**src/include/tmra_pkg.sv**
```systemverilog
// Purpose: Shared constants and types for the register A I/O control block
// Assumes: APB with 32-bit data, one aligned word per register
// Notes: Offsets are byte addresses
package tmra_pkg;

    localparam int CNT_W = 16;
    localparam int NUM_CH = 2;
    localparam int ADDR_W = 12;
    localparam int CTRL_W = 8;

    // Register byte offsets
    localparam logic [ADDR_W-1:0] OFF_CH4_IO_CTRL = 12'h000;
    localparam logic [ADDR_W-1:0] OFF_CH5_IO_CTRL = 12'h004;
    localparam logic [ADDR_W-1:0] OFF_CH4_GRA = 12'h008;
    localparam logic [ADDR_W-1:0] OFF_CH5_GRA = 12'h00c;
    localparam logic [ADDR_W-1:0] OFF_EVT_STATUS = 12'h010;
    localparam logic [ADDR_W-1:0] OFF_EVT_MASK = 12'h014;
    localparam logic [ADDR_W-1:0] OFF_PIN_STATE = 12'h018;

    // Select field of register A inside the I/O control register
    localparam int SEL_BIT3 = 3;
    localparam int SEL_BIT2 = 2;
    localparam int SEL_BIT1 = 1;
    localparam int SEL_BIT0 = 0;

    // Event bits, two per channel at channel*EVT_PER_CH
    localparam int EVT_PER_CH = 2;
    localparam int EVT_CMP = 0;
    localparam int EVT_CAP = 1;
    localparam int EVT_W = NUM_CH * EVT_PER_CH;

    // Pin state bits, three per channel at channel*PIN_PER_CH
    localparam int PIN_PER_CH = 4;
    localparam int PIN_LVL = 0;
    localparam int PIN_OUT = 1;
    localparam int PIN_OE = 2;

    // Reset values
    localparam logic [CTRL_W-1:0] IO_CTRL_RST = 8'h00;
    localparam logic [CNT_W-1:0] GRA_RST = 16'hffff;
    localparam logic [EVT_W-1:0] EVT_RST = 4'h0;
    localparam logic [31:0] RDATA_RST = 32'h0000_0000;

    typedef enum {
        MODE_OFF,
        MODE_LOW,
        MODE_HIGH,
        MODE_TOGGLE,
        MODE_CAP_RISE,
        MODE_CAP_FALL,
        MODE_CAP_BOTH,
        MODE_CAP_CASCADE
    } tmra_mode_t;

endpackage

```
**src/logic/tmra_pin_sync.sv**
```systemverilog
// Purpose: Pin synchroniser with edge detection
// Assumes: Pin is asynchronous to pclk
// Notes: Edges are one-cycle pulses, two cycles after the pin moves
`timescale 1ns/1ns
module tmra_pin_sync (
    input wire logic pclk,
    input wire logic presetn,
    input wire logic pin_in,
    output logic level,
    output logic rise,
    output logic fall
);
    logic sync1_ff;
    logic sync2_ff;
    logic prev_ff;

    // First stage is read only by the second
    always_ff @(posedge pclk or negedge presetn) begin
        if (!presetn) begin
            sync1_ff <= 1'b0;
            sync2_ff <= 1'b0;
        end else begin
            sync1_ff <= pin_in;
            sync2_ff <= sync1_ff;
        end
    end

    always_ff @(posedge pclk or negedge presetn) begin
        if (!presetn) begin
            prev_ff <= 1'b0;
        end else begin
            prev_ff <= sync2_ff;
        end
    end

    assign level = sync2_ff;
    assign rise = sync2_ff & ~prev_ff;
    assign fall = ~sync2_ff & prev_ff;

endmodule

```
**src/logic/tmra_io_ctrl.sv**
```systemverilog
// Purpose: Register A I/O control for timer channels 4 and 5
// Assumes: Counters and the channel 3 event come from pclk logic
// Notes: APB slave, zero wait states, read data latched in setup
//
// Overview of operation
// - Top bit clear: compare; low-drive codes
// - Codes 0x10 drive pin high on match
// - Codes 0x11 toggle pin on match
// - Code 1000 captures on rising pin edge
// - Code 1001 captures on falling pin edge
// - Codes 101x capture on both edges
// - Channel 4 codes 10xx use own pin
// - Channel 4 codes 11xx capture on channel 3
// - Channel 5 ignores bit 2 in capture
//
// Chosen here: the APB register port and the register offsets.
`timescale 1ns/1ns
module tmra_io_ctrl
    import tmra_pkg::*;
(
    input wire logic pclk,
    input wire logic presetn,
    input wire logic psel,
    input wire logic penable,
    input wire logic pwrite,
    input wire logic [tmra_pkg::ADDR_W-1:0] paddr,
    input wire logic [31:0] pwdata,
    output logic [31:0] prdata,
    output logic pready,
    output logic pslverr,
    input wire logic [tmra_pkg::CNT_W-1:0] ch4_count,
    input wire logic [tmra_pkg::CNT_W-1:0] ch5_count,
    input wire logic ch3_reg_a_event,
    input wire logic ch4_pin_a_in,
    output logic ch4_pin_a_out,
    output logic ch4_pin_a_oe,
    input wire logic ch5_pin_a_in,
    output logic ch5_pin_a_out,
    output logic ch5_pin_a_oe,
    output logic ch4_cmp_match,
    output logic ch4_capture,
    output logic ch5_cmp_match,
    output logic ch5_capture,
    output logic irq
);
    import tmra_pkg::*;

    // Decode of the four select bits into a mode
    function automatic tmra_mode_t decode_mode(
        input logic [3:0] sel,
        input logic is_ch4
    );
        tmra_mode_t m;
        m = MODE_OFF;
        if (!sel[SEL_BIT3]) begin
            case (sel[SEL_BIT1:SEL_BIT0])
                2'b01: m = MODE_LOW;
                2'b10: m = MODE_HIGH;
                2'b11: m = MODE_TOGGLE;
                default: m = MODE_OFF;
            endcase
        end else if (is_ch4 && sel[SEL_BIT2]) begin
            m = MODE_CAP_CASCADE;
        end else begin
            // Channel 5 never looks at bit 2 here
            case (sel[SEL_BIT1:SEL_BIT0])
                2'b00: m = MODE_CAP_RISE;
                2'b01: m = MODE_CAP_FALL;
                2'b10: m = MODE_CAP_BOTH;
                2'b11: m = MODE_CAP_BOTH;
                default: m = MODE_CAP_RISE;
            endcase
        end
        return m;
    endfunction

    // Bus phases
    logic setup_phase;
    logic wr_access;
    logic addr_hit;

    assign setup_phase = psel & ~penable;
    assign wr_access = psel & penable & pwrite;
    assign pready = 1'b1;

    // Channel-indexed views of the ports
    logic [CNT_W-1:0] count [NUM_CH];
    logic [NUM_CH-1:0] pin_in;
    logic [NUM_CH-1:0] pin_lvl;
    logic [NUM_CH-1:0] pin_rise;
    logic [NUM_CH-1:0] pin_fall;
    logic [NUM_CH-1:0] io_wr;
    logic [NUM_CH-1:0] gra_wr;
    logic [NUM_CH-1:0] cmp_evt;
    logic [NUM_CH-1:0] cap_evt;

    assign count[0] = ch4_count;
    assign count[1] = ch5_count;
    assign pin_in[0] = ch4_pin_a_in;
    assign pin_in[1] = ch5_pin_a_in;

    assign io_wr[0] = wr_access & (paddr == OFF_CH4_IO_CTRL);
    assign io_wr[1] = wr_access & (paddr == OFF_CH5_IO_CTRL);
    assign gra_wr[0] = wr_access & (paddr == OFF_CH4_GRA);
    assign gra_wr[1] = wr_access & (paddr == OFF_CH5_GRA);

    // Register state
    logic [CTRL_W-1:0] io_ctrl_ff [NUM_CH];
    logic [CNT_W-1:0] gra_ff [NUM_CH];
    logic [NUM_CH-1:0] pin_out_ff;
    logic [NUM_CH-1:0] pin_oe;
    logic [NUM_CH-1:0] eq_prev_ff;
    logic [NUM_CH-1:0] cmp_pulse_ff;
    logic [NUM_CH-1:0] cap_pulse_ff;
    logic [EVT_W-1:0] evt_status_ff;
    logic [EVT_W-1:0] evt_mask_ff;
    logic [EVT_W-1:0] evt_set;
    logic [31:0] prdata_ff;
    logic pslverr_ff;

    genvar ch;
    generate
        for (ch = 0; ch < NUM_CH; ch++) begin : g_ch
            tmra_mode_t mode;
            tmra_mode_t new_mode;
            logic eq;
            logic match;
            logic trig;

            tmra_pin_sync u_sync (
                .pclk(pclk),
                .presetn(presetn),
                .pin_in(pin_in[ch]),
                .level(pin_lvl[ch]),
                .rise(pin_rise[ch]),
                .fall(pin_fall[ch])
            );

            assign mode = decode_mode(io_ctrl_ff[ch][3:0], ch == 0);
            assign new_mode = decode_mode(pwdata[3:0], ch == 0);

            // A counter resting on register A matches once, not every cycle
            assign eq = (count[ch] == gra_ff[ch]);
            assign match = eq & ~eq_prev_ff[ch] & ~io_ctrl_ff[ch][SEL_BIT3];

            always_comb begin
                case (mode)
                    MODE_CAP_RISE: trig = pin_rise[ch];
                    MODE_CAP_FALL: trig = pin_fall[ch];
                    MODE_CAP_BOTH: trig = pin_rise[ch] | pin_fall[ch];
                    MODE_CAP_CASCADE: trig = ch3_reg_a_event;
                    default: trig = 1'b0;
                endcase
            end

            assign cmp_evt[ch] = match;
            assign cap_evt[ch] = trig;
            assign evt_set[ch*EVT_PER_CH+EVT_CMP] = match;
            assign evt_set[ch*EVT_PER_CH+EVT_CAP] = trig;

            // Output driven only in the three active compare modes
            assign pin_oe[ch] = (mode == MODE_LOW) || (mode == MODE_HIGH) || (mode == MODE_TOGGLE);

            always_ff @(posedge pclk or negedge presetn) begin
                if (!presetn) begin
                    io_ctrl_ff[ch] <= IO_CTRL_RST;
                end else if (io_wr[ch]) begin
                    io_ctrl_ff[ch] <= pwdata[CTRL_W-1:0];
                end
            end

            always_ff @(posedge pclk or negedge presetn) begin
                if (!presetn) begin
                    eq_prev_ff[ch] <= 1'b0;
                end else begin
                    eq_prev_ff[ch] <= eq;
                end
            end

            // Capture wins over a software write in the same cycle
            always_ff @(posedge pclk or negedge presetn) begin
                if (!presetn) begin
                    gra_ff[ch] <= GRA_RST;
                end else if (trig) begin
                    gra_ff[ch] <= count[ch];
                end else if (gra_wr[ch]) begin
                    gra_ff[ch] <= pwdata[CNT_W-1:0];
                end
            end

            // Initial level is loaded when an active compare code is written
            always_ff @(posedge pclk or negedge presetn) begin
                if (!presetn) begin
                    pin_out_ff[ch] <= 1'b0;
                end else if (io_wr[ch]) begin
                    if (new_mode == MODE_LOW || new_mode == MODE_HIGH || new_mode == MODE_TOGGLE) begin
                        pin_out_ff[ch] <= pwdata[SEL_BIT2];
                    end
                end else if (match) begin
                    case (mode)
                        MODE_LOW: pin_out_ff[ch] <= 1'b0;
                        MODE_HIGH: pin_out_ff[ch] <= 1'b1;
                        MODE_TOGGLE: pin_out_ff[ch] <= ~pin_out_ff[ch];
                        default: pin_out_ff[ch] <= pin_out_ff[ch];
                    endcase
                end
            end
        end
    endgenerate

    // Event pulses, registered one cycle after the event
    always_ff @(posedge pclk or negedge presetn) begin
        if (!presetn) begin
            cmp_pulse_ff <= '0;
            cap_pulse_ff <= '0;
        end else begin
            cmp_pulse_ff <= cmp_evt;
            cap_pulse_ff <= cap_evt;
        end
    end

    assign ch4_cmp_match = cmp_pulse_ff[0];
    assign ch5_cmp_match = cmp_pulse_ff[1];
    assign ch4_capture = cap_pulse_ff[0];
    assign ch5_capture = cap_pulse_ff[1];

    assign ch4_pin_a_out = pin_out_ff[0];
    assign ch5_pin_a_out = pin_out_ff[1];
    assign ch4_pin_a_oe = pin_oe[0];
    assign ch5_pin_a_oe = pin_oe[1];

    // Sticky status, write one to clear; a new event beats the clear
    always_ff @(posedge pclk or negedge presetn) begin
        if (!presetn) begin
            evt_status_ff <= EVT_RST;
        end else if (wr_access && paddr == OFF_EVT_STATUS) begin
            evt_status_ff <= (evt_status_ff & ~pwdata[EVT_W-1:0]) | evt_set;
        end else begin
            evt_status_ff <= evt_status_ff | evt_set;
        end
    end

    always_ff @(posedge pclk or negedge presetn) begin
        if (!presetn) begin
            evt_mask_ff <= EVT_RST;
        end else if (wr_access && paddr == OFF_EVT_MASK) begin
            evt_mask_ff <= pwdata[EVT_W-1:0];
        end
    end

    assign irq = |(evt_status_ff & evt_mask_ff);

    // Read mux
    logic [31:0] rd_word;
    logic [31:0] pin_word;

    always_comb begin
        pin_word = 32'h0000_0000;
        for (int i = 0; i < NUM_CH; i++) begin
            pin_word[i*PIN_PER_CH+PIN_LVL] = pin_lvl[i];
            pin_word[i*PIN_PER_CH+PIN_OUT] = pin_out_ff[i];
            pin_word[i*PIN_PER_CH+PIN_OE] = pin_oe[i];
        end
    end

    always_comb begin
        rd_word = 32'h0000_0000;
        addr_hit = 1'b1;
        case (paddr)
            OFF_CH4_IO_CTRL: rd_word[CTRL_W-1:0] = io_ctrl_ff[0];
            OFF_CH5_IO_CTRL: rd_word[CTRL_W-1:0] = io_ctrl_ff[1];
            OFF_CH4_GRA: rd_word[CNT_W-1:0] = gra_ff[0];
            OFF_CH5_GRA: rd_word[CNT_W-1:0] = gra_ff[1];
            OFF_EVT_STATUS: rd_word[EVT_W-1:0] = evt_status_ff;
            OFF_EVT_MASK: rd_word[EVT_W-1:0] = evt_mask_ff;
            OFF_PIN_STATE: rd_word = pin_word;
            default: addr_hit = 1'b0;
        endcase
    end

    // Latching in setup keeps prdata a flop output with no wait states;
    // the word reflects state one cycle before the access edge
    always_ff @(posedge pclk or negedge presetn) begin
        if (!presetn) begin
            prdata_ff <= RDATA_RST;
            pslverr_ff <= 1'b0;
        end else if (setup_phase) begin
            prdata_ff <= pwrite ? RDATA_RST : rd_word;
            pslverr_ff <= ~addr_hit;
        end else if (!psel) begin
            pslverr_ff <= 1'b0;
        end
    end

    assign prdata = prdata_ff;
    assign pslverr = pslverr_ff;

endmodule

```
**config.mk**
```make
export PLATFORM = sky130hd
export DESIGN_NAME = tmra_io_ctrl
export DESIGN_NICKNAME = d
export VERILOG_FILES = /design/src/include/tmra_pkg.sv /design/src/logic/tmra_pin_sync.sv /design/src/logic/tmra_io_ctrl.sv
export SDC_FILE = /design/constraint.sdc
export NUM_CORES = 1
export LEC_CHECK = 0
export BUFFER_PORTS_ARGS = -buffer_cell sky130_fd_sc_hd__buf_2
export CAP_MARGIN = 5
export CORE_MARGIN = 8
export CORE_UTILIZATION = 30
export CTS_CLUSTER_SIZE = 16
export DETAILED_ROUTE_END_ITERATION = 10
export PLACE_DENSITY = 0.46
export SLEW_MARGIN = 10
export SYNTH_ARGS = -nofsm -noshare
export SYNTH_HDL_FRONTEND = slang
export SYNTH_HIERARCHICAL = 1
export SYNTH_SLANG_ARGS = --single-unit
```
**constraint.sdc**
```tcl
create_clock -name pclk -period 2.15 [get_ports pclk]
set_clock_uncertainty 0.1 [all_clocks]
set_input_delay 0.43 -clock pclk [delete_from_list [all_inputs] [get_ports pclk]]
set_output_delay 0.43 -clock pclk [all_outputs]
set_load 0.02 [all_outputs]
```
# Word level (Yosys, flattened, before mapping)
# Cells that the tools add are included.
totals:
  regBits: 103
  inputBits: 84
op_classes:
  n_eq_ne: 46
  n_mux: 34
  bitwise_logic: 34
  reduce_logical: 27
ops:
  columns: ["cell", "count"]
  rows:
  - ["== test 32 x 3 -> 1 bit (second input constant)", 16]
  - ["one-hot mux 32 bit (3 select lines)", 3]
  - ["== test 32 x 2 -> 1 bit (second input constant)", 8]
  - ["two-way mux 32 bit", 6]
  - ["two-way mux 16 bit", 5]
  - ["== test 32 x 1 -> 1 bit (second input constant)", 2]
  - ["== test 12 x 5 -> 1 bit (second input constant)", 3]
  - ["== test 16 bit", 2]
  - ["one-hot mux 4 bit (7 select lines)", 1]
  - ["== test 12 x 4 -> 1 bit (second input constant)", 2]
  - ["one-hot mux 4 bit (5 select lines)", 1]
  - ["one-hot mux 2 bit (3 select lines)", 3]
  - ["one-hot mux 8 bit (2 select lines)", 1]
  - ["AND 1 bit", 15]
  - ["== test 12 x 3 -> 1 bit (second input constant)", 1]
  - ["== test 2 bit (second input constant)", 6]
  - ["logical NOT 12 bit", 1]
  - ["NOT 1 bit", 12]
  - ["two-way mux 1 bit", 9]
  - ["AND 4 bit", 2]
  - ["logical OR 1 bit", 8]
  - ["OR 4 bit", 2]
  - ["one-hot mux 1 bit (4 select lines)", 2]
  - ["nonzero test 2 bit", 4]
  - ["13 further kinds", 26]

# Logic depth before layout (Yosys ltp)
# Gate-level depths: netlist (run 1).
depth:
  word_depth: 10
  depth_mapped: 9

# Hierarchy
# The synthesis (run 1) kept the hierarchy.
by_module_without_submodules:
  columns: ["mod", "instances", "cells_each", "area_each_um2", "seq_area_each_um2"]
  rows:
  - ["tmra_io_ctrl", 1, 450, 4590.7, 2067.0]
  - ["tmra_pin_sync", 2, 5, 90.1, 75.1]

# Least setup slack after synthesis (run 1)
# No wires, ideal clock.
synth_path:
  path_kind: "input to register"
  startpoint: "in paddr[7] in the netlist's numbering"
  endpoint: "reg gra_ff[8] in the netlist's numbering"
  setup_time_ns: 0.086
  arrival_time_ns: 1.988
  t_required_ns: 1.964
  setup_slack_ns: -0.024
  cell_stages: 6
  n_path_buf: 1
  path_cell_list: "nor4_4 > nand3_4 > nor4_4 > buf_6 > mux2i_1 > o21ai_2"
synth_between:
  elab_chain_cells: 3
synth_lines:
  columns: ["item", "line_no", "text"]
  rows:
  - ["start: declaration", "tmra_io_ctrl.sv:26", "input wire logic [tmra_pkg::ADDR_W-1:0] paddr,"]
  - ["== test 12 x 4 -> 1 bit", "tmra_io_ctrl.sv:105", "assign gra_wr[1] = wr_access & (paddr == OFF_CH5_GRA);"]
  - ["AND 1 bit", "tmra_io_ctrl.sv:105", null]
  - ["nonzero test 2 bit (no source line)", null, null]
  - ["end signal: indexed assignment", "tmra_io_ctrl.sv:185", "gra_ff[ch] <= count[ch];"]
  - ["end signal: indexed assignment", "tmra_io_ctrl.sv:187", "gra_ff[ch] <= pwdata[CNT_W-1:0];"]
  - ["end: declaration", "tmra_io_ctrl.sv:109", "logic [CNT_W-1:0] gra_ff [NUM_CH];"]
# Every way passes these cells.
# A chain may end at the register's enable or synchronous reset.

# Worst setup path in the final report (run 1)
layout_path:
  startpoint: "in paddr[8] in the netlist's numbering"
  endpoint: "reg io_ctrl_ff[0] in the netlist's numbering"
layout_between:
  elab_chain_cells: 2
layout_lines:
  columns: ["item", "line_no", "text"]
  rows:
  - ["== test 12 x 3 -> 1 bit", "tmra_io_ctrl.sv:103", "assign io_wr[1] = wr_access & (paddr == OFF_CH5_IO_CTRL);"]
  - ["AND 1 bit", "tmra_io_ctrl.sv:103", null]
  - ["end signal: indexed assignment", "tmra_io_ctrl.sv:168", "io_ctrl_ff[ch] <= pwdata[CTRL_W-1:0];"]
  - ["end: declaration", "tmra_io_ctrl.sv:108", "logic [CTRL_W-1:0] io_ctrl_ff [NUM_CH];"]
# Every way passes these cells.

==> flow_summary.yaml, run 1 <==
status:
  outcome: "finished, final reports clean"
detailed_routing:
  routedWlPerCell_um: 18.4
  ant_nets: 0
  viasPerCell: 4.69
  drt_iter0_drc: 253
  first_pass_iters: 4
  drt_wl_total_um: 14700
  drc: 0
  via_count: 3746
floorplan:
  pin_count: 127
  rows: 46
  fp.dieW_um: 142
  initial_core_util_pct: 30.4
  die_y_um: 142
  dieArea_um2: 20200
  core_area_um2: 15700
worst_hold_path:
  holdCritPathClass: "in -> reg"
placed_design:
  hpwl_um: 11500
  gp_congestion: 0.806
  portBuffers: 93
  dp_slack_ps: -92.7
critical_path:
  startpoint_type: "input port"
  end_kind: "flop"
  arrival_ps: 2030
  required_ps: 2270
  cp_max_fo: 9
  critPathKind: "in -> reg"
synthesis:
  synth-seq-cells: 87
  synth_area_um2: 4770
  ys_types: 56
  synthFlopType: "dfrtp_1"
  synth-edff-count: 0
  yosys_warnings: 6
  syn-mean-instance-area_um2: 10.4
  synthCells: 460
  synthArstFlopShare_pct: 100
  seq_area_frac_synth_pct: 46.5
sta:
  fin_crit_ps: 1910
  max_freq_mhz: 523
  rsz0062_at_grt: "false"
  setup_viol: 0
  final.period_utilization_pct: 88.9
  hold_violations: 0
  report.final.slew_viol_count: 0
  fin_ws_ps: 240
  holdWs_ps: 92.0
clocking:
  cts_buffers: 9
  worstSkewPairLatency_ps: 340
  cts.clk_slew.worst_paths_ps: 70
  cts_buffer_depth: 2
  clkSinkCount: 87
  cts-root-buf: "clkbuf_16"
  h-tree-depth: 3
  cts_tree: "done"
global_routing:
  grt-ovfl-total: 0
  grt_pass1_vias: 3965
  grt_pass1_wl_um: 23100
  grt_max_degree: 35
  grt_usage_pct: 15.0
  antenna_found_initial: 0
final_layout:
  insertedDiodeCount: 0
  area_growth_pct: 26.1
  layout_commonest_cell: "buf_2"
  final_cell_mix: "buf_2 (92), dfrtp_1 (55), nand2_1 (50)"
  fin_nets: 662
  n_fill_cell: 1618
  drive_gt1_share_pct: 38.3
power_and_ir_drop:
  ir_drop_mv: 0.412
  pwr_density_cell_nw_per_um2: 605
  leakage_nw: 2.67
run:
  cap_violations: 0
path summary, 6_finish.rpt:
path                                              startpoint                           endpoint  slack (ps)  cells after the start
max                                                 paddr[8]          io_ctrl_ff[0]$_DFFE_PN0P_         240                      7
min                                             ch4_pin_a_in  g_ch[0].u_sync/sync1_ff$_DFF_PN0_          90                      1
max reg2reg                           gra_ff[29]$_DFFE_PN1P_          ch4_pin_a_out$_DFFE_PN0P_         240                      5
min reg2reg                g_ch[0].u_sync/sync1_ff$_DFF_PN0_     g_ch[0].u_sync/level$_DFF_PN0_         250                      0
max in group asynchronous                            presetn              gra_ff[2]$_DFFE_PN1P_         820                      3
min in group asynchronous                            presetn          io_ctrl_ff[7]$_DFFE_PN0P_         480                      2
flip-flops by register name (all words and copies together) (netlist names):
name	cells
cap_pulse_ff	2
ch4_pin_a_out	1
ch5_pin_a_out	1
cmp_pulse_ff	2
eq_prev_ff	2
evt_mask_ff	4
evt_status_ff	4
g_ch.u_sync/level	2
g_ch.u_sync/prev_ff	2
g_ch.u_sync/sync1_ff	2
gra_ff	32
io_ctrl_ff	16
prdata	16
pslverr	1
Yosys cell counts, drive strengths merged, types with 2 or more instances:
library cell	n	area (um2)
and4	4	37.5
nand3b	3	22.5
mux2i	41	410
buf	27	188
xor2	16	140
conb	2	7.51
mux4	2	45.0
and2	4	25.0
nor3b	4	30.0
dfrtp	55	1380
nand3	7	47.6
nor3	5	41.3
nor2b	5	31.3
mux2	22	248
nand2	50	188
nand4	5	31.3
inv	4	15.0
o31ai	2	15.0
a21o	4	30.0
and2b	2	17.5
nor4	8	80.1
and3	3	20.0
a21oi	24	120
nand2b	4	25.0
dfstp	32	841
nor2	31	116
o21ai	30	158
a31oi	6	37.5
a22o	2	17.5
xnor2	16	140
a22oi	12	90.1
o311ai	2	17.5
o211ai	3	22.5
clkbuf	13	48.8
cells by family (layout without fill, tap and decap cells):
logic type                Yosys count  in the layout  synth area share, %
xor gates and xnor gates           32             32                 5.87
other                               2             17                0.157
muxes                              65             65                 14.7
and+or+nand+nor                   138            138                 15.5
AOI/OAI and AO/OA                  92             92                 12.0
buffers and inverters              44            152                 5.27
DFF                                87             87                 46.5
worst max-delay path: stages:
cell	delay, ps
buf_2	110
nor4_4	350
buf_4	200
nand3_4	130
nor3_2	230
buf_4	230
mux2_2	350
repair_timing:
item / CTS / global route
gates resized for setup: 0 / 3
hold buffers: 1 / 0
endpoints found under the setup margin: 0 / 1
buffers inserted: 0 / 3
hold endpoints to repair: 16 / 0
per-stage QoR:
step / instances / area [um2] / util, % / total power, W / TNS (ps)
after floorplan: 475 / 4830 / - / 0.00186 / 0
after global placement: 779 / 5660 / 36.0 / 0.00204 / -568
after detailed placement: 779 / 5660 / 36.0 / 0.00205 / -1590
after CTS: 796 / 5980 / 38.0 / 0.00369 / 0
after global routing: 799 / 6020 / 38.3 / 0.00379 / 0
final: 799 / 6020 / 38.3 / 0.00364 / 0
where the power goes:
group          internal [W]  switching [W]
clock              0.000937       0.000682
combinational      0.000130       0.000217
sequential          0.00166      0.0000117
per-layer routing:
layer  track usage [%]  wire [um]  up-vias
met5                 0          0        -
met4              3.90         83        0
met3              3.29        797        4
met2              23.8       6990       90
met1              20.2       6870     1815
li1                  -          -     1837
layout make-up:
cell class                      instances  area, um2  share of cell area (%)
Tap cell                              216        270                    4.49
Sequential cell                        87       2220                    36.9
Inverter                                4       15.0                   0.250
Clock inverter                          6       67.6                    1.12
Timing Repair Buffer                  132        826                    13.7
Multi-Input combinational cell        344       2380                    39.6
Clock buffer                           10        239                    3.97
Power figures use the tool's default switching activity.
==> inputs of run 2 (changes only) <==
==> constraint.sdc (replaced) <==
create_clock -name pclk -period 2.15 [get_ports pclk]
set_clock_uncertainty 0.1 [all_clocks]
set_input_delay 0.43 -clock pclk [delete_from_list [all_inputs] [get_ports pclk]]
set_output_delay 0.43 -clock pclk [all_outputs]
set_load 0.1 [all_outputs]
==> run 2 against run 1 <==
Power grew 5.7%. Clock-buffer cell count is 1 lower. Global-route usage fell by 0.25 points. Critical path type is now reg -> reg.
==> flow_summary.yaml, run 2 (synthesis results as in run 1) <==
sta:
  final.period_utilization_pct: 96.3
  setup_viol: 0
  hold_violations: 0
  report.final.slew_viol_count: 0
  tightest_slew_ps: 512
  rsz0062_at_grt: "false"
  fin_crit_ps: 2070
  maxSlewHeadroom_pct: 66.1
  holdWs_ps: 93.3
  max_freq_mhz: 483
global_routing:
  grt_pass1_wl_um: 22700
  grt_pass1_vias: 3914
  grt_usage_pct: 14.8
  antenna_found_initial: 0
  grt_max_degree: 35
  grt-ovfl-total: 0
final_layout:
  layout_commonest_cell: "buf_2"
  insertedDiodeCount: 0
  area_growth_pct: 26.0
  final_cell_mix: "buf_2 (92), dfrtp_1 (55), nand2_1 (50)"
  largest_reg_flops: 32
  top_register: "gra_ff"
  drive_gt1_share_pct: 38.0
  fin_nets: 658
critical_path:
  cpPeakStageDelay_ps: 700
  critPathKind: "reg -> reg"
  end_kind: "flop"
  cp_max_fo: 2
  path_cells: "xor2_1, nor4_2, nand4_1, or4b_2, nand3_1"
  startpoint_type: "flop"
  required_ps: 2330
  arrival_ps: 2250
  cp_slowest_cell: "or4b_2"
clocking:
  worstSkewPairLatency_ps: 340
  cts-root-buf: "clkbuf_16"
  cts.clk_slew.worst_paths_ps: 60
  cts_buffer_depth: 2
  clkSinkCount: 87
  cts_buffers: 9
  cts_tree: "done"
  h-tree-depth: 3
floorplan:
  core_area_um2: 15700
  die_y_um: 142
  rows: 46
  pin_count: 127
  initial_core_util_pct: 30.4
  fp.dieW_um: 142
  dieArea_um2: 20200
power_and_ir_drop:
  p_int_w: 0.00281
  power_frac_seq_pct: 43.5
  clock_power_share_pct: 44.2
  comb_power_share_pct: 12.3
  ir_drop_mv: 0.371
  pwr_density_cell_nw_per_um2: 640
  power_switching_w: 0.00104
  p_total_w: 0.00385
  leakage_nw: 2.66
  switching_share_pct: 26.9
worst_hold_path:
  holdCritPathClass: "in -> reg"
detailed_routing:
  drt_iter0_drc: 201
  viasPerCell: 4.73
  drc: 0
  drt_wl_total_um: 14500
  ant_nets: 0
  first_pass_iters: 4
  via_count: 3764
  routedWlPerCell_um: 18.2
placed_design:
  portBuffers: 93
  gp_congestion: 0.794
  hpwl_um: 11400
run:
  cap_violations: 0
status:
  outcome: "finished, final reports clean"
==> run 2: cell count changes in the layout (fill, tap and decap cells not counted) <==
| cell | change |
|---|---|
| buf_12 | +1 |
| buf_4 | -5 |
| bufinv_16 | +1 |
| clkbuf_8 | -1 |
| clkinv_2 | +1 |
| clkinvlp_4 | -1 |
| nor2_1 | -1 |
| nor2_2 | +1 |
| or4b_2 | +1 |
| or4b_4 | -1 |
==> run 2: per-stage QoR <==
step / utilization (%) / setup WS [ps] / setup TNS [ps] / cell area (um2) / cells
5_1_grt: 38.3 / 4.02 / 0 / 6010 / 795
3_3_place_gp: 36.0 / -48.2 / -223 / 5660 / 777
3_5_place_dp: 36.0 / -69.1 / -391 / 5660 / 777
6_report: 38.3 / 79.1 / 0 / 6010 / 795
2_1_floorplan: - / 21.0 / 0 / 4830 / 475
4_1_cts: 38.1 / 1.87 / 0 / 5990 / 794
==> run 2: worst max-delay path, delay by kind of cell (launching register included) <==
family / cells / cell delay [ps]
AND/OR/NAND/NOR: 4 / 1280
flip-flops: 1 / 530
XOR/XNOR: 1 / 100
==> run 2: layout make-up <==
class / instances / area [um2]
Tap cell: 216 / 270
Multi-Input combinational cell: 344 / 2380
Clock inverter: 7 / 95.1
Fill cell: 1610 / 9700
Sequential cell: 87 / 2220
Clock buffer: 9 / 225
Inverter: 4 / 15.0
Timing Repair Buffer: 128 / 808
==> run 2: what timing repair did <==
action	4_1_cts	5_1_grt
gates resized for setup	0	2
pin swaps	2	1
hold buffers	1	0
buffers inserted	0	1
cloned	0	0
setup endpoints to repair	1	1
endpoints found under the hold margin	14	0
==> run 2: power groups by stage <==
stage / Combinational (W) / Clock (W) / Sequential, W
final: 0.000474 / 0.00170 / 0.00167
after global routing: 0.000508 / 0.00181 / 0.00167
after CTS: 0.000477 / 0.00175 / 0.00167
after detailed placement: 0.000475 / 0 / 0.00170
after global placement: 0.000473 / 0 / 0.00170
after floorplan: 0.000262 / 0 / 0.00173
==> run 2: layer usage <==
metal  routed length [um]  up-vias  global-route usage, %
li1                     -     1830                      -
met2                 6770       85                   23.2
met5                    0        -                      0
met3                  852        8                   3.49
met4                  116        0                   4.13
met1                 6710     1841                   19.8
==> run 2: path summary, 6_finish.rpt <==
| check | from | end | slack, ps | depth (start not counted) |
|---|---|---|---|---|
| max reg2reg | gra_ff[16]$_DFFE_PN1P_ | ch4_pin_a_out$_DFFE_PN0P_ | 80 | 5 |
| max in group asynchronous | presetn | gra_ff[4]$_DFFE_PN1P_ | 920 | 3 |
| max | gra_ff[16]$_DFFE_PN1P_ | ch4_pin_a_out$_DFFE_PN0P_ | 80 | 5 |
| min reg2reg | g_ch[0].u_sync/sync1_ff$_DFF_PN0_ | g_ch[0].u_sync/level$_DFF_PN0_ | 250 | 0 |
| min | ch4_pin_a_in | g_ch[0].u_sync/sync1_ff$_DFF_PN0_ | 90 | 1 |
| min in group asynchronous | presetn | eq_prev_ff[1]$_DFF_PN0_ | 460 | 2 |
==> inputs of run 3 (changes only) <==
--- a/config.mk
+++ b/config.mk
@@ -5,15 +5,16 @@
 export SDC_FILE = /design/constraint.sdc
 export NUM_CORES = 1
 export LEC_CHECK = 0
-export BUFFER_PORTS_ARGS = -buffer_cell sky130_fd_sc_hd__buf_2
 export CAP_MARGIN = 5
 export CORE_MARGIN = 8
 export CORE_UTILIZATION = 30
 export CTS_CLUSTER_SIZE = 16
 export DETAILED_ROUTE_END_ITERATION = 10
-export PLACE_DENSITY = 0.46
+export DONT_BUFFER_PORTS = 1
+export PLACE_DENSITY = 0.4
 export SLEW_MARGIN = 10
 export SYNTH_ARGS = -nofsm -noshare
 export SYNTH_HDL_FRONTEND = slang
 export SYNTH_HIERARCHICAL = 1
 export SYNTH_SLANG_ARGS = --single-unit
+export TNS_END_PERCENT = 5
==> run 3 against run 2 <==
Largest power group is now registers. Setup slack improved by 120 ps. First-iteration DRC count down 3.5%. Via count shrank 7.0%. Clock-buffer cell count stayed put. Register-to-register slack better by 120 ps. Die area did not move. The flow now finishes with violations (negative hold slack). Largest cell class unchanged. Sequential power hardly changed. Highest routed layer unchanged.
==> flow_summary.yaml, run 3 (synthesis results as in run 1) <==
status:
  outcome: "finished, violations left"
  violations: "negative hold slack"
sta:
  max_freq_mhz: 513
  setup_viol: 0
  holdWs_ps: -312
  final.period_utilization_pct: 90.8
  hold_violations: 87
  rsz0062_at_grt: "false"
  fin_ws_ps: 199
  fin_crit_ps: 1950
  report.final.slew_viol_count: 0
placed_design:
  dp_slack_ps: -13.2
  portBuffers: 0
  placed_cells: 697
  gp_congestion: 0.818
  hpwl_um: 11000
detailed_routing:
  drc: 0
  viasPerCell: 4.90
  ant_nets: 0
  routedWlPerCell_um: 20.7
  first_pass_iters: 4
  drt_wl_total_um: 14800
  via_count: 3502
  drt_iter0_drc: 194
floorplan:
  rows: 46
  initial_core_util_pct: 30.4
  fp.dieW_um: 142
  core_area_um2: 15700
  dieArea_um2: 20200
  die_y_um: 142
  pin_count: 127
power_and_ir_drop:
  power_frac_seq_pct: 48.8
  leakage_nw: 2.30
  p_int_w: 0.00251
  power_switching_w: 0.000922
  ir_drop_mv: 0.322
  switching_share_pct: 26.9
  clock_power_share_pct: 42.5
  pwr_density_cell_nw_per_um2: 614
  comb_power_share_pct: 8.7
critical_path:
  reg2reg_slack_ps: 200
  required_ps: 2340
  critPathKind: "reg -> reg"
  path_cells: "xor2_1, nor4_2, nand4_1, or4b_4, nand3_1"
  cp_slowest_cell: "dfstp_2"
  critPathBufInv: 0
  arrival_ps: 2140
  cpPeakStageDelay_ps: 570
  end_kind: "flop"
  critical_path.top_delay_family: "simple AND/OR/NAND/NOR gates"
  r2r_cells: 5
  cp_max_fo: 3
  startpoint_type: "flop"
  r2r-start: "gra_ff[31]$_DFFE_PN1P_"
  reg2reg_to: "ch4_pin_a_out$_DFFE_PN0P_"
final_layout:
  layout_commonest_cell: "dfrtp_1"
  top_register: "gra_ff"
  layout.cells.non_filler: 715
  drive_gt1_share_pct: 28.1
  insertedDiodeCount: 0
  area_growth_pct: 16.9
  fin_nets: 579
  final_cell_mix: "dfrtp_1 (55), nand2_1 (50), buf_4 (43)"
  largest_reg_flops: 32
worst_hold_path:
  holdCritPathClass: "in -> async"
clocking:
  cts_buffer_depth: 2
  ctsHoldBuffers: 2
  cts_tree: "done"
  cts_buffers: 9
  cts.clk_slew.worst_paths_ps: 60
  cts-root-buf: "clkbuf_16"
  worstSkewPairLatency_ps: 350
  clkSinkCount: 87
  h-tree-depth: 3
global_routing:
  grt_max_degree: 88
  grt_usage_pct: 15.1
  grt_pass1_wl_um: 22400
  antenna_found_initial: 0
  grt_pass1_vias: 3531
  grt-ovfl-total: 0
run:
  cap_violations: 0
-- run 3: cell count changes in the layout (fill, tap and decap cells not counted), moves of 2 or more --
| cell | previous run | this run |
|---|---|---|
| buf_4 | 29 | 43 |
| buf_12 | 6 | 4 |
| bufinv_16 | 2 | 0 |
| buf_2 | 92 | 0 |
-- run 3: per-layer routing --
layer / share of wire (%) / GRT usage (%) / vias up
li1: - / - / 1665
met1: 45 / 20.4 / 1725
met2: 45 / 21.8 / 94
met3: 8.1 / 4.80 / 18
met4: 1.8 / 5.65 / 0
met5: 0 / 0 / -
-- run 3: timing repair --
action | in CTS | in global routing
pin swaps | 2 | 2
resized for setup | 0 | 4
setup endpoints to repair | 1 | 1
hold endpoints to repair | 89 | 87
buffers inserted | 1 | 0
-- run 3: worst max-delay path by stage --
stage	start	endpoint	slack (ps)	cells after the start
after detailed placement	gra_ff[17]$_DFFE_PN1P_	ch4_pin_a_out$_DFFE_PN0P_	-10	5
final	gra_ff[31]$_DFFE_PN1P_	ch4_pin_a_out$_DFFE_PN0P_	200	5
after CTS	gra_ff[31]$_DFFE_PN1P_	ch4_pin_a_out$_DFFE_PN0P_	2	5
after global routing	gra_ff[1]$_DFFE_PN1P_	ch5_pin_a_out$_DFFE_PN0P_	90	6
after floorplan	paddr[7]	gra_ff[8]$_DFFE_PN1P_	-20	6
after global placement	gra_ff[31]$_DFFE_PN1P_	ch4_pin_a_out$_DFFE_PN0P_	9	5
-- run 3: area by class of cell --
type                       instances  area, um2
clock buffer                       9        225
timing repair buffer              49        423
sequential                        87       2220
tap                              216        270
multi-input combinational        344       2390
clock inverter                     6       38.8
fill                            1608      10100
inverter                           4       15.0
-- run 3: worst register-to-register path, delay by kind of cell (launching register included) --
family	cells	cell delay, ps
simple gates	4	1140
flops	1	570
xor+xnor	1	80
-- run 3: through the flow --
stage | area (um2) | utilization, % | TNS (ps) | total power (W) | hold slack [ps]
after global placement | 5270 | 33.5 | 0 | 0.00199 | 41.1
after floorplan | 4830 | - | -184 | 0.00199 | 34.4
after CTS | 5560 | 35.4 | 0 | 0.00347 | -335
final | 5580 | 35.5 | 0 | 0.00343 | -312
after global routing | 5580 | 35.5 | 0 | 0.00355 | -334
after detailed placement | 5270 | 33.5 | -13.2 | 0.00199 | 41.9
-- run 3: power by group through the flow --
stage               registers, W  logic (W)  clock network, W
finish                   0.00167   0.000297           0.00146
global route             0.00168   0.000311           0.00156
CTS                      0.00167   0.000294           0.00150
detailed placement       0.00170   0.000290                 0
global placement         0.00170   0.000289                 0
floorplan                0.00173   0.000262                 0
